<file path="src/verilog/orwdt_pkg.sv">
// package: register map, field positions, counts and carriers of the watchdog
// Functional notes
// - guard bits read one, writes dropped
// - enable bits change only with guard zero
// - counter writes need counter write enable
// - run and flag writable only when enabled
// - run set or cleared by guarded write
// - counter advances only while run is set
// - overflow reset sets the overflow flag
// - flag cleared by pin reset or write
// - 8-bit counter ticks at sys/8192 or sub/32
// - rollover from max raises chip reset
// - reset follows one reference clock cycle later
// - chip reset lasts 512 oscillator cycles
// - written counter value sets overflow period
// - module stop bit zero means standby
// - stop bit stored, standby waits for run clear
// - source select picks sys/8192 or sub/32
// - counter resets to zero
// - counter halts in low power modes; here it keeps counting in subactive mode with the sub source
package orwdt_pkg;
  localparam logic [7:0] ADDR_CSR = 8'h00;
  localparam logic [7:0] ADDR_CNT = 8'h04;
  localparam logic [7:0] ADDR_STOP = 8'h08;
  localparam logic [7:0] ADDR_PMODE = 8'h0C;
  localparam logic [7:0] ADDR_IRQ_STAT = 8'h10;
  localparam logic [7:0] ADDR_IRQ_MASK = 8'h14;
  // control/status field positions
  localparam int CNT_GUARD_BIT = 7;
  localparam int CNT_WEN_BIT = 6;
  localparam int CTRL_GUARD_BIT = 5;
  localparam int CTRL_WEN_BIT = 4;
  localparam int RUN_GUARD_BIT = 3;
  localparam int RUN_BIT = 2;
  localparam int FLAG_GUARD_BIT = 1;
  localparam int FLAG_BIT = 0;
  localparam int STOP_BIT = 2;
  localparam int SRC_SEL_BIT = 5;
  // reset values
  localparam logic [7:0] CNT_RESET = 8'h00;
  localparam logic [7:0] CNT_MAX = 8'hFF;
  localparam logic STOP_RESET = 1'b1;
  localparam logic SRC_RESET = 1'b0;
  // counts
  localparam int SYS_DIV = 8192;
  localparam int SUB_DIV = 32;
  localparam int RESET_OSC_CYCLES = 512;
  // interrupt status bits
  localparam int IRQ_OVF_BIT = 0;
  localparam int IRQ_REFUSED_BIT = 1;
  localparam int IRQ_WIDTH = 2;
  typedef struct packed {
    logic counter_write_enable;
    logic ctrl_write_enable;
    logic watchdog_run;
    logic overflow_reset_flag;
  } orwdt_csr_t;
  typedef struct packed {
    logic halt_mode;
    logic subactive_mode;
  } orwdt_mode_t;
endpackage : orwdt_pkg

</file>
<file path="src/verilog/orwdt_top.sv">
// module: overflow reset watchdog with apb register slave
//
// Added by the designer: register access over APB and the register offsets.
module orwdt_top #(
  parameter int SYS_DIV = orwdt_pkg::SYS_DIV,
  parameter int SUB_DIV = orwdt_pkg::SUB_DIV,
  parameter int RESET_OSC_CYCLES = orwdt_pkg::RESET_OSC_CYCLES
) (
  // system clock and pin reset
  input wire logic clock,
  input wire logic reset,
  // apb slave
  input wire logic psel,
  input wire logic penable,
  input wire logic pwrite,
  input wire logic [7:0] paddr,
  input wire logic [31:0] pwdata,
  output logic [31:0] prdata,
  output logic pready,
  output logic pslverr,
  // foreign clocks, sampled as plain inputs
  input wire logic subclock,
  input wire logic osc_clock,
  // power mode from the system controller
  input wire orwdt_pkg::orwdt_mode_t power_mode,
  // outputs
  output logic wdt_chip_reset,
  output logic irq
);
  orwdt_pkg::orwdt_csr_t csr_reg;
  logic [7:0] cnt_reg;
  logic stop_reg;
  logic src_reg;
  logic [orwdt_pkg::IRQ_WIDTH-1:0] irq_stat_reg;
  logic [orwdt_pkg::IRQ_WIDTH-1:0] irq_mask_reg;
  logic [12:0] sys_div_reg;
  logic [4:0] sub_div_reg;
  logic [2:0] sub_sync_reg;
  logic [2:0] osc_sync_reg;
  logic pend_reg;
  logic [9:0] pulse_cnt_reg;
  logic wr;
  logic rd_setup;
  logic sub_rise;
  logic osc_rise;
  logic sys_tick;
  logic sub_tick;
  logic src_tick;
  logic standby;
  logic counting;
  logic count_tick;
  logic ref_edge;
  logic start_pulse;
  logic cnt_write_ok;
  logic cnt_refused;
  logic flag_clear;

  function automatic logic mapped(input logic [7:0] a);
    mapped = (a == orwdt_pkg::ADDR_CSR) || (a == orwdt_pkg::ADDR_CNT) ||
      (a == orwdt_pkg::ADDR_STOP) || (a == orwdt_pkg::ADDR_PMODE) ||
      (a == orwdt_pkg::ADDR_IRQ_STAT) || (a == orwdt_pkg::ADDR_IRQ_MASK);
  endfunction : mapped

  // write commits in the access phase, answer always in its first cycle
  assign wr = psel && penable && pwrite && mapped(paddr);
  assign rd_setup = psel && !penable && !pwrite;
  assign pready = psel && penable;
  assign pslverr = psel && penable && !mapped(paddr);

  // two flops before any edge detection, third flop only for the edge
  always_ff @(posedge clock or posedge reset) begin
    if (reset) begin
      sub_sync_reg <= 3'h0;
      osc_sync_reg <= 3'h0;
    end else begin
      sub_sync_reg <= {sub_sync_reg[1:0], subclock};
      osc_sync_reg <= {osc_sync_reg[1:0], osc_clock};
    end
  end
  assign sub_rise = sub_sync_reg[1] && !sub_sync_reg[2];
  assign osc_rise = osc_sync_reg[1] && !osc_sync_reg[2];

  // prescalers run free; phase is irrelevant to a watchdog period
  always_ff @(posedge clock or posedge reset) begin
    if (reset) begin
      sys_div_reg <= 13'h0000;
      sub_div_reg <= 5'h00;
    end else begin
      sys_div_reg <= (sys_div_reg == 13'(SYS_DIV - 1)) ? 13'h0000 :
        sys_div_reg + 13'h0001;
      if (sub_rise) begin
        sub_div_reg <= (sub_div_reg == 5'(SUB_DIV - 1)) ? 5'h00 :
          sub_div_reg + 5'h01;
      end
    end
  end
  assign sys_tick = (sys_div_reg == 13'(SYS_DIV - 1));
  assign sub_tick = sub_rise && (sub_div_reg == 5'(SUB_DIV - 1));
  assign src_tick = src_reg ? sub_tick : sys_tick;

  // standby only takes effect once run is clear
  assign standby = !stop_reg && !csr_reg.watchdog_run;
  assign counting = csr_reg.watchdog_run && !standby &&
    !power_mode.halt_mode &&
    !(power_mode.subactive_mode && !src_reg);
  assign count_tick = counting && src_tick && !wdt_chip_reset;

  // reference clock: system clock for sys source, subclock edge otherwise
  assign ref_edge = src_reg ? sub_rise : 1'b1;
  assign start_pulse = pend_reg && ref_edge;

  // counter write permission and its refusal event
  assign cnt_write_ok = wr && (paddr == orwdt_pkg::ADDR_CNT) &&
    csr_reg.counter_write_enable;
  assign cnt_refused = wr && (paddr == orwdt_pkg::ADDR_CNT) &&
    !csr_reg.counter_write_enable;

  // watchdog counter
  always_ff @(posedge clock or posedge reset) begin
    if (reset) begin
      cnt_reg <= orwdt_pkg::CNT_RESET;
    end else if (start_pulse) begin
      cnt_reg <= orwdt_pkg::CNT_RESET;
    end else if (cnt_write_ok) begin
      cnt_reg <= pwdata[7:0];
    end else if (count_tick) begin
      cnt_reg <= cnt_reg + 8'h01;
    end
  end

  // overflow waits one reference cycle before the chip reset
  always_ff @(posedge clock or posedge reset) begin
    if (reset) begin
      pend_reg <= 1'b0;
    end else if (count_tick && cnt_reg == orwdt_pkg::CNT_MAX &&
        !cnt_write_ok) begin
      pend_reg <= 1'b1;
    end else if (ref_edge) begin
      pend_reg <= 1'b0;
    end
  end

  // chip reset pulse counted in oscillator rising edges
  always_ff @(posedge clock or posedge reset) begin
    if (reset) begin
      wdt_chip_reset <= 1'b0;
      pulse_cnt_reg <= 10'h000;
    end else if (start_pulse) begin
      wdt_chip_reset <= 1'b1;
      pulse_cnt_reg <= 10'h000;
    end else if (wdt_chip_reset && osc_rise) begin
      if (pulse_cnt_reg == 10'(RESET_OSC_CYCLES - 1)) begin
        wdt_chip_reset <= 1'b0;
      end
      pulse_cnt_reg <= pulse_cnt_reg + 10'h001;
    end
  end

  // software clear of the overflow flag
  assign flag_clear = wr && (paddr == orwdt_pkg::ADDR_CSR) &&
    csr_reg.ctrl_write_enable && !pwdata[orwdt_pkg::FLAG_GUARD_BIT] &&
    !pwdata[orwdt_pkg::FLAG_BIT];

  // control/status; guard bits are not stored at all
  always_ff @(posedge clock or posedge reset) begin
    if (reset) begin
      csr_reg <= '0;
    end else begin
      if (start_pulse) begin
        // the chip reset clears control but does not clear the flag, which it sets below
        csr_reg.counter_write_enable <= 1'b0;
        csr_reg.ctrl_write_enable <= 1'b0;
        csr_reg.watchdog_run <= 1'b0;
      end else if (wr && paddr == orwdt_pkg::ADDR_CSR) begin
        if (!pwdata[orwdt_pkg::CNT_GUARD_BIT]) begin
          csr_reg.counter_write_enable <=
            pwdata[orwdt_pkg::CNT_WEN_BIT];
        end
        if (!pwdata[orwdt_pkg::CTRL_GUARD_BIT]) begin
          csr_reg.ctrl_write_enable <=
            pwdata[orwdt_pkg::CTRL_WEN_BIT];
        end
        if (csr_reg.ctrl_write_enable &&
            !pwdata[orwdt_pkg::RUN_GUARD_BIT]) begin
          csr_reg.watchdog_run <= pwdata[orwdt_pkg::RUN_BIT];
        end
      end
      // set wins over clear; writing one never sets it
      if (start_pulse) begin
        csr_reg.overflow_reset_flag <= 1'b1;
      end else if (flag_clear) begin
        csr_reg.overflow_reset_flag <= 1'b0;
      end
    end
  end

  // module stop and source select, shared system bits
  always_ff @(posedge clock or posedge reset) begin
    if (reset) begin
      stop_reg <= orwdt_pkg::STOP_RESET;
      src_reg <= orwdt_pkg::SRC_RESET;
    end else begin
      if (wr && paddr == orwdt_pkg::ADDR_STOP) begin
        stop_reg <= pwdata[orwdt_pkg::STOP_BIT];
      end
      if (wr && paddr == orwdt_pkg::ADDR_PMODE) begin
        src_reg <= pwdata[orwdt_pkg::SRC_SEL_BIT];
      end
    end
  end

  // sticky interrupt status, write one to clear, events win
  always_ff @(posedge clock or posedge reset) begin
    if (reset) begin
      irq_stat_reg <= '0;
      irq_mask_reg <= '0;
    end else begin
      for (int i = 0; i < orwdt_pkg::IRQ_WIDTH; i++) begin
        if (wr && paddr == orwdt_pkg::ADDR_IRQ_STAT && pwdata[i]) begin
          irq_stat_reg[i] <= 1'b0;
        end
      end
      if (start_pulse) begin
        irq_stat_reg[orwdt_pkg::IRQ_OVF_BIT] <= 1'b1;
      end
      if (cnt_refused) begin
        irq_stat_reg[orwdt_pkg::IRQ_REFUSED_BIT] <= 1'b1;
      end
      if (wr && paddr == orwdt_pkg::ADDR_IRQ_MASK) begin
        irq_mask_reg <= pwdata[orwdt_pkg::IRQ_WIDTH-1:0];
      end
    end
  end
  assign irq = |(irq_stat_reg & irq_mask_reg);

  // read data captured in the setup phase
  always_ff @(posedge clock or posedge reset) begin
    if (reset) begin
      prdata <= 32'h00000000;
    end else if (rd_setup) begin
      case (paddr)
        orwdt_pkg::ADDR_CSR: prdata <= {24'h000000, 1'b1,
          csr_reg.counter_write_enable, 1'b1, csr_reg.ctrl_write_enable,
          1'b1, csr_reg.watchdog_run, 1'b1,
          csr_reg.overflow_reset_flag};
        orwdt_pkg::ADDR_CNT: prdata <= {24'h000000, cnt_reg};
        orwdt_pkg::ADDR_STOP: prdata <= {24'h000000, 5'h1F, stop_reg, 2'h3};
        orwdt_pkg::ADDR_PMODE: prdata <= {24'h000000, 2'h0, src_reg, 5'h00};
        orwdt_pkg::ADDR_IRQ_STAT: prdata <= 32'(irq_stat_reg);
        orwdt_pkg::ADDR_IRQ_MASK: prdata <= 32'(irq_mask_reg);
        default: prdata <= 32'h00000000;
      endcase
    end
  end

  property p_guard_read;
    @(posedge clock) disable iff (reset)
    (rd_setup && paddr == orwdt_pkg::ADDR_CSR) |=>
      (prdata[7:0] & 8'hAA) == 8'hAA;
  endproperty
  a_guard_read: assert property (p_guard_read)
    else $error("guard bit read as zero");

  property p_cwe_guarded;
    @(posedge clock) disable iff (reset)
    (wr && paddr == orwdt_pkg::ADDR_CSR && pwdata[7] && !start_pulse) |=>
      $stable(csr_reg.counter_write_enable);
  endproperty
  a_cwe_guarded: assert property (p_cwe_guarded)
    else $error("counter write enable changed with guard set");

  property p_cnt_refused;
    @(posedge clock) disable iff (reset)
    (cnt_refused && !count_tick && !start_pulse) |=> $stable(cnt_reg);
  endproperty
  a_cnt_refused: assert property (p_cnt_refused)
    else $error("counter written while writes disabled");

  property p_run_needs_enable;
    @(posedge clock) disable iff (reset)
    $rose(csr_reg.watchdog_run) |->
      $past(csr_reg.ctrl_write_enable) && !$past(pwdata[3]);
  endproperty
  a_run_needs_enable: assert property (p_run_needs_enable)
    else $error("run set without control write enable");

  property p_count_needs_run;
    @(posedge clock) disable iff (reset)
    (!csr_reg.watchdog_run && !cnt_write_ok && !start_pulse) |=>
      $stable(cnt_reg);
  endproperty
  a_count_needs_run: assert property (p_count_needs_run)
    else $error("counter moved while stopped");

  property p_flag_on_pulse;
    @(posedge clock) disable iff (reset)
    start_pulse |=> csr_reg.overflow_reset_flag && wdt_chip_reset;
  endproperty
  a_flag_on_pulse: assert property (p_flag_on_pulse)
    else $error("overflow flag not set with chip reset");

  property p_flag_clear_cause;
    @(posedge clock) disable iff (reset)
    $fell(csr_reg.overflow_reset_flag) |-> $past(flag_clear);
  endproperty
  a_flag_clear_cause: assert property (p_flag_clear_cause)
    else $error("overflow flag cleared without software write");

  property p_sys_ref_delay;
    @(posedge clock) disable iff (reset)
    (count_tick && cnt_reg == 8'hFF && !cnt_write_ok && !src_reg) |=>
      ##1 $rose(wdt_chip_reset);
  endproperty
  a_sys_ref_delay: assert property (p_sys_ref_delay)
    else $error("chip reset not one system cycle after overflow");

  property p_pulse_hold;
    @(posedge clock) disable iff (reset)
    (wdt_chip_reset &&
      !(osc_rise && pulse_cnt_reg == 10'(RESET_OSC_CYCLES - 1))) |=>
      wdt_chip_reset;
  endproperty
  a_pulse_hold: assert property (p_pulse_hold)
    else $error("chip reset ended early");

  property p_pulse_end;
    @(posedge clock) disable iff (reset)
    (wdt_chip_reset && osc_rise &&
      pulse_cnt_reg == 10'(RESET_OSC_CYCLES - 1) && !start_pulse) |=>
      !wdt_chip_reset;
  endproperty
  a_pulse_end: assert property (p_pulse_end)
    else $error("chip reset outlasted its oscillator count");

  property p_standby_halts;
    @(posedge clock) disable iff (reset)
    ((standby || power_mode.halt_mode) && !cnt_write_ok && !start_pulse)
      |=> $stable(cnt_reg);
  endproperty
  a_standby_halts: assert property (p_standby_halts)
    else $error("counter ticked in standby or halt mode");
endmodule : orwdt_top
</file>
<file path="config.mk">
export PLATFORM = sky130hd
export DESIGN_NAME = orwdt_top
export DESIGN_NICKNAME = d
export VERILOG_FILES = /design/src/verilog/orwdt_pkg.sv /design/src/verilog/orwdt_top.sv
export SDC_FILE = /design/constraint.sdc
export NUM_CORES = 1
export LEC_CHECK = 0
export BUFFER_PORTS_ARGS = -buffer_cell sky130_fd_sc_hd__buf_2
export CAP_MARGIN = 20
export CELL_PAD_IN_SITES_DETAIL_PLACEMENT = 1
export CELL_PAD_IN_SITES_GLOBAL_PLACEMENT = 2
export CORE_AREA = 3 3 103 105
export CTS_BUF_LIST = sky130_fd_sc_hd__clkbuf_2 sky130_fd_sc_hd__clkbuf_4 sky130_fd_sc_hd__clkbuf_8
export CTS_CLUSTER_DIAMETER = 50
export DETAILED_ROUTE_END_ITERATION = 10
export DIE_AREA = 0 0 106 108
export PLACE_DENSITY = 0.88
export SLEW_MARGIN = 20
export SYNTH_ARGS = -nofsm -noshare
export SYNTH_HDL_FRONTEND = slang
export SYNTH_SLANG_ARGS = --single-unit
</file>
<file path="constraint.sdc">
create_clock -name clock -period 2.2 [get_ports clock]
set_input_delay 0.22 -clock clock [delete_from_list [all_inputs] [get_ports clock]]
set_output_delay 0.22 -clock clock [all_outputs]
set_load 0.01 [all_outputs]
</file>
# [Yosys cells after proc, flatten, opt, wreduce, memory -nomap -nowiden]
# Cells that the tools add are included.
[classes] add_sub_neg=4 eq_ne=11 n_mux=26 bitwise_logic=1 n_reduce_logical=71
[ops] cell="$pmux W8 S6" n=1
[ops] cell="$logic_and A1 B1 Y1" n=34
[ops] cell="$mux W8" n=3
[ops] cell="$mux W10" n=2
[ops] cell="$logic_not A1 Y1" n=17
[ops] cell="$eq A8 B4 Y1 const B" n=2
[ops] cell="$eq A8 B5 Y1 const B" n=2
[ops] cell="$mux W1" n=16
[ops] cell="$reduce_bool A2 Y1" n=8
[ops] cell="$add A13 B1 Y13 const B" n=1
[ops] cell="$eq A13 B13 Y1 const B" n=1
[ops] cell="$mux W13" n=1
[ops] cell="$add A10 B1 Y10 const B" n=1
[ops] cell="$eq A10 B9 Y1 const B" n=1
[ops] cell="$add A8 B1 Y8 const B" n=1
[ops] cell="$eq A8 B3 Y1 const B" n=1
[ops] cell="$eq A8 B8 Y1 const B" n=1
[ops] cell="$logic_not A8 Y1" n=1
[ops] cell="$reduce_and A2 Y1" n=4
[ops] cell="$mux W3" n=2
[ops] cell="$add A5 B1 Y5 const B" n=1
[ops] cell="$eq A5 B5 Y1 const B" n=1
[ops] cell="$logic_or A1 B1 Y1" n=5
[ops] cell="$mux W5" n=1
[ops] cell="4 further kinds" n=5
[totals] ff_bits=86 input_bits=49 output_inout_bits=36 wordCells=131

# [Depth between registers and ports, before layout]
[logic_depth] ltp_word=13 mapped_depth=8 mapped_depth_nobuf=8

# [Worst setup path after synthesis]
# Ideal clock, no wire load.
[synth_timing] path_type="input to register" from="input paddr[7]" to="register csr_reg[1] (netlist bit)" arrival_time_ps=1812 t_required_ps=2070 path_slack_ps=258 cell_stages=5 path_buffers=0 path_cell_list="or4_4 > or4b_4 > and4bb_1 > mux2i_1 > nor2_2"
[synth_between] elab_chain_cells=10
[synth_lines] element="start: declaration" line_no="orwdt_top.sv:16" source="input wire logic [7:0] paddr,"
[synth_lines] element="$eq A8 B3 Y1 or $logic_not A8 Y1 (tied branches)" line_no="orwdt_top.sv:59, orwdt_top.sv:174"
[synth_lines] element="$logic_or A1 B1 Y1 (2 in a row)" line_no="orwdt_top.sv:59" source="mapped = (a == orwdt_pkg::ADDR_CSR) || (a == orwdt_pkg::ADDR_CNT) ||"
[synth_lines] element="$logic_or A1 B1 Y1 (2 in a row)" line_no="orwdt_top.sv:60" source="(a == orwdt_pkg::ADDR_STOP) || (a == orwdt_pkg::ADDR_PMODE) ||"
[synth_lines] element="$logic_or A1 B1 Y1" line_no="orwdt_top.sv:61" source="(a == orwdt_pkg::ADDR_IRQ_STAT) || (a == orwdt_pkg::ADDR_IRQ_MASK);"
[synth_lines] element="$logic_and A1 B1 Y1" line_no="orwdt_top.sv:65" source="assign wr = psel && penable && pwrite && mapped(paddr);"
[synth_lines] element="$logic_and A1 B1 Y1 *" line_no="orwdt_top.sv:174" source="end else if (wr && paddr == orwdt_pkg::ADDR_CSR) begin"
[synth_lines] element="$reduce_bool A2 Y1 (no line) *"
[synth_lines] element="$reduce_and A2 Y1 (no line) *"
[synth_lines] element="end: declaration" line_no="orwdt_top.sv:30" source="orwdt_pkg::orwdt_csr_t csr_reg;"
# Every way passes the cells marked *; elsewhere a longest branch is shown, timed or not.
# A chain may end at the register's enable or synchronous reset.

# [Worst setup path in the final report]
[layout_timing] from="register sub_div_reg[0]" to="register cnt_reg[2]"
[layout_between] elab_chain_cells=6
[layout_lines] element="start: declaration" line_no="orwdt_top.sv:37" source="logic [4:0] sub_div_reg;"
[layout_lines] element="start signal: assignment" line_no="orwdt_top.sv:92" source="sub_div_reg <= (sub_div_reg == 5'(SUB_DIV - 1)) ? 5'h00 :"
[layout_lines] element="$eq A5 B5 Y1" line_no="orwdt_top.sv:98" source="assign sub_tick = sub_rise && (sub_div_reg == 5'(SUB_DIV - 1));"
[layout_lines] element="$logic_and A1 B1 Y1" line_no="orwdt_top.sv:98"
[layout_lines] element="$mux W1" line_no="orwdt_top.sv:99" source="assign src_tick = src_reg ? sub_tick : sys_tick;"
[layout_lines] element="$logic_and A1 B1 Y1 (2 in a row)" line_no="orwdt_top.sv:106" source="assign count_tick = counting && src_tick && !wdt_chip_reset;"
[layout_lines] element="$reduce_bool A3 Y1 (no line)"
[layout_lines] element="end signal: assignment" line_no="orwdt_top.sv:121" source="cnt_reg <= orwdt_pkg::CNT_RESET;"
[layout_lines] element="end signal: assignment" line_no="orwdt_top.sv:123" source="cnt_reg <= orwdt_pkg::CNT_RESET;"
[layout_lines] element="end signal: assignment" line_no="orwdt_top.sv:125" source="cnt_reg <= pwdata[7:0];"
[layout_lines] element="end: declaration" line_no="orwdt_top.sv:31" source="logic [7:0] cnt_reg;"
# No other way between the ends.

==> metrics.txt <==
slew at the pin with the worst max-slew slack=0.6086 ns; worst setup path class=flop to flop; synthesis-stage register bit count=62; Post-layout nets=425; fill cell count=1,144; number of antenna cells inserted=0; count of placed standard cells in the final layout, fillers left out=509; Inserted Clock Buffers=9; sort of element at the end of the critical path=flop; async set-or-reset flop fraction in the synthesized netlist=100.0%; outcome=finished, final reports clean; Max Clk Rate=between 0.4 and 0.5 GHz; sequential standard cell area=1553 um^2; Yosys top cell area share=47.54%; area added between synthesis and finish=17.23%; Hold Violations, Final=0; vias in the first global route=about 2,500; number of antenna-violating nets in the routed design=0; leak pwr=1.774 nW; worst-case clock skew=0.01406 ns; DRT Pass-1 Iters=4; largest net degree at the start of global routing=63; P per Cell Area=around 740 nW/um^2; Max Transition Viols Final=0; unique cell type count in the Yosys netlist=between 40 and 50; global route overflow=0; full die area=11,450 um^2; CTS HTree Levels=3; max reg flops=13; top cells by area in the synthesized netlist=sky130_fd_sc_hd__dfrtp_1, sky130_fd_sc_hd__buf_4, sky130_fd_sc_hd__xor2_1; Fin Hold WS=0.1489 ns; share of the yosys chip area belonging to registers=48.36%; detailed-route DRC error count=0; largest fanout of any net on the critical path=5; synthesized cell area=between 3000 and 4000 um^2; Synth top cells by count=sky130_fd_sc_hd__dfrtp_1, sky130_fd_sc_hd__nor2_1, sky130_fd_sc_hd__nand2_1, sky130_fd_sc_hd__buf_4; DP Worst Slack=0.04796 ns; portion of the clock cycle consumed by the worst path in the final layout=95.86%; Port Buffer Count=36; Sinks on Clock Net=62; clk slew on worst S/H paths=0.07 ns; area of the multi-input gates=1513 um^2; maxcap violations=0; wire length per cell=~14 um; remaining max-slew budget at the tightest pin=59.42%; sum of negative setup slack=0 ns; overall routed net length=7338 um; drt first-iter violations=50; core footprint=9729 um^2; required time reported for the critical path endpoint=~2.4 ns; Cells after Synth=roughly 320; crit start category=flop; post-route minimum period=2.109 ns; fraction of final layout cells with drive strength greater than 1=21.01%; post-synth top area cell=sky130_fd_sc_hd__dfrtp_1; number of vias in the routed layout=2,441; Initial Util=33.00%; Bufs on Longest Clock Path=2; Mapped Avg Cell Area=9.909 um^2; clk_lat worst skew=0.34 ns; Detailed Place HPWL=5343 um; drt via density=about 4.8; global-route wire length before repair=12,190 um; flip-flop cell with the highest count after synthesis=sky130_fd_sc_hd__dfrtp_1; gp weighted congestion=between 0.7 and 0.8; Cells after DPL=488; Hold WC Path Type=input port to flop; number of flops mapped to enable cells by yosys=0; Total Power=about 2.8 mW; top-count cell post-synth=sky130_fd_sc_hd__dfrtp_1; IO Pins=85; worst vdd ir=0.3445 mV; number of setup violations in the final report=0; Vert. Die Dim=108 um; cell row count=36; arrival time at the worst endpoint=2.33 ns; DIE WIDTH=106 um; Worst Setup Slack, final=~0.091 ns; antenna violations before repair=0; total global routing track utilization=13.35%; root buffer cell=sky130_fd_sc_hd__clkbuf_8; TritonCTS clock tree=done; Synth Warn #=0
## where the power goes
| part | internal (mW) | switching [mW] |
|---|---|---|
| logic | 0.150 | 0.183 |
| registers | 1.24 | 0.0960 |
| clock network | 0.691 | 0.434 |
| total | 2.08 | 0.712 |
## routing by layer
| metal | share of wire (%) | GRT usage, % | wire [um] | vias up |
|---|---|---|---|---|
| li1 | - | - | - | 1171 |
| met1 | 45 | 16.57 | 3326 | 1220 |
| met2 | 50 | 22.72 | 3638 | 41 |
| met3 | 3.8 | 3.284 | 278 | 9 |
| met4 | 1.3 | 4.810 | 95 | 0 |
| met5 | 0 | 0 | 0 | - |
## path summary, 6_finish.rpt
path	depth (start not counted)	slack, ns	endpoint	startpoint
max reg2reg	9	0.09	cnt_reg[2]	sub_div_reg[0]
min	3	0.15	csr_reg[3]	pwdata[6]
max	9	0.09	cnt_reg[2]	sub_div_reg[0]
min in group asynchronous	4	0.49	pulse_cnt_reg[0]	reset
min reg2reg	0	0.35	osc_sync_reg[1]	osc_sync_reg[0]
max in group asynchronous	4	1.40	stop_reg	reset
## worst max-delay path: stages (launching register included)
cell and delay [ns]:
sky130_fd_sc_hd__dfrtp_1 0.42, sky130_fd_sc_hd__ha_1 0.23, sky130_fd_sc_hd__and3_1 0.19, sky130_fd_sc_hd__ha_2 0.20, sky130_fd_sc_hd__nand2_1 0.11, sky130_fd_sc_hd__nor2_4 0.05, sky130_fd_sc_hd__o211ai_1 0.33, sky130_fd_sc_hd__buf_4 0.19
sky130_fd_sc_hd__xor2_1 0.18, sky130_fd_sc_hd__a21oi_1 0.09
## cells in the final DEF (no fill, tap or decap), types with 2 or more instances in the layout
| master | netlist | final |
|---|---|---|
| sky130_fd_sc_hd__a21boi_0 | 3 | 3 |
| sky130_fd_sc_hd__a21o_1 | 4 | 4 |
| sky130_fd_sc_hd__a21oi_1 | 11 | 11 |
| sky130_fd_sc_hd__a22o_1 | 4 | 4 |
| sky130_fd_sc_hd__a31oi_1 | 4 | 4 |
| sky130_fd_sc_hd__and2_1 | 4 | 4 |
| sky130_fd_sc_hd__and3_1 | 7 | 7 |
| sky130_fd_sc_hd__and4_1 | 2 | 2 |
| sky130_fd_sc_hd__buf_2 | 1 | 36 |
| sky130_fd_sc_hd__buf_4 | 24 | 8 |
| sky130_fd_sc_hd__bufinv_16 | 0 | 2 |
| sky130_fd_sc_hd__clkbuf_4 | 0 | 2 |
| sky130_fd_sc_hd__clkbuf_8 | 0 | 10 |
| sky130_fd_sc_hd__clkinv_2 | 0 | 2 |
| sky130_fd_sc_hd__conb_1 | 1 | 24 |
| sky130_fd_sc_hd__dfrtp_1 | 61 | 61 |
| sky130_fd_sc_hd__dlygate4sd3_1 | 0 | 3 |
| sky130_fd_sc_hd__ha_1 | 5 | 4 |
| sky130_fd_sc_hd__inv_1 | 5 | 4 |
| sky130_fd_sc_hd__mux2_2 | 6 | 6 |
| sky130_fd_sc_hd__mux2i_1 | 8 | 8 |
| sky130_fd_sc_hd__nand2_1 | 28 | 28 |
| sky130_fd_sc_hd__nand2b_1 | 2 | 2 |
| sky130_fd_sc_hd__nand3_1 | 15 | 15 |
| sky130_fd_sc_hd__nand4_1 | 4 | 4 |
| sky130_fd_sc_hd__nor2_1 | 34 | 33 |
| sky130_fd_sc_hd__nor2b_1 | 3 | 3 |
| sky130_fd_sc_hd__nor3_1 | 9 | 9 |
| sky130_fd_sc_hd__nor4_2 | 2 | 2 |
| sky130_fd_sc_hd__o2111ai_1 | 3 | 3 |
| sky130_fd_sc_hd__o21ai_0 | 16 | 16 |
| sky130_fd_sc_hd__o22ai_1 | 2 | 2 |
| sky130_fd_sc_hd__o31ai_1 | 4 | 4 |
| sky130_fd_sc_hd__or2_2 | 2 | 2 |
| sky130_fd_sc_hd__or3_1 | 2 | 2 |
| sky130_fd_sc_hd__xnor2_1 | 9 | 9 |
| sky130_fd_sc_hd__xor2_1 | 16 | 16 |
## stage by stage
step / area (um^2) / util (%)
finish: 3764 / 38.68
detailed placement: 3486 / 35.83
global route: 3764 / 38.68
floorplan: 3297 / -
CTS: 3739 / 38.43
global placement: 3486 / 35.83
## cell families (layout without fill, tap and decap cells)
kind of cell / Yosys count / in the layout / share of synthesized area, %
xor+xnor: 25 / 25 / 6.820
compound gates: 54 / 54 / 10.60
simple gates: 123 / 123 / 20.03
mux: 14 / 14 / 4.599
flops: 62 / 62 / 48.36
fa+ha+maj: 5 / 5 / 1.949
buf+inv: 40 / 69 / 7.521
other cells: 1 / 24 / 0.1168
## cell type report
| cell class | count | share of cell area (%) |
|---|---|---|
| repair buffers | 48 | 7.713 |
| clock buffers | 12 | 4.056 |
| well taps | 133 | 4.422 |
| flip-flops and latches | 62 | 41.26 |
| multi-input cells | 245 | 40.19 |
| clock inverters | 4 | 1.862 |
| inverters | 5 | 0.4987 |
## timing repair
item / CTS / global route
endpoints found under the setup margin: 0 / 4
hold buffers: 3 / 0
hold endpoints to repair: 63 / 0
gates resized for setup: 0 / 3
buffers inserted: 0 / 2
(Power assumes the default switching activity.)
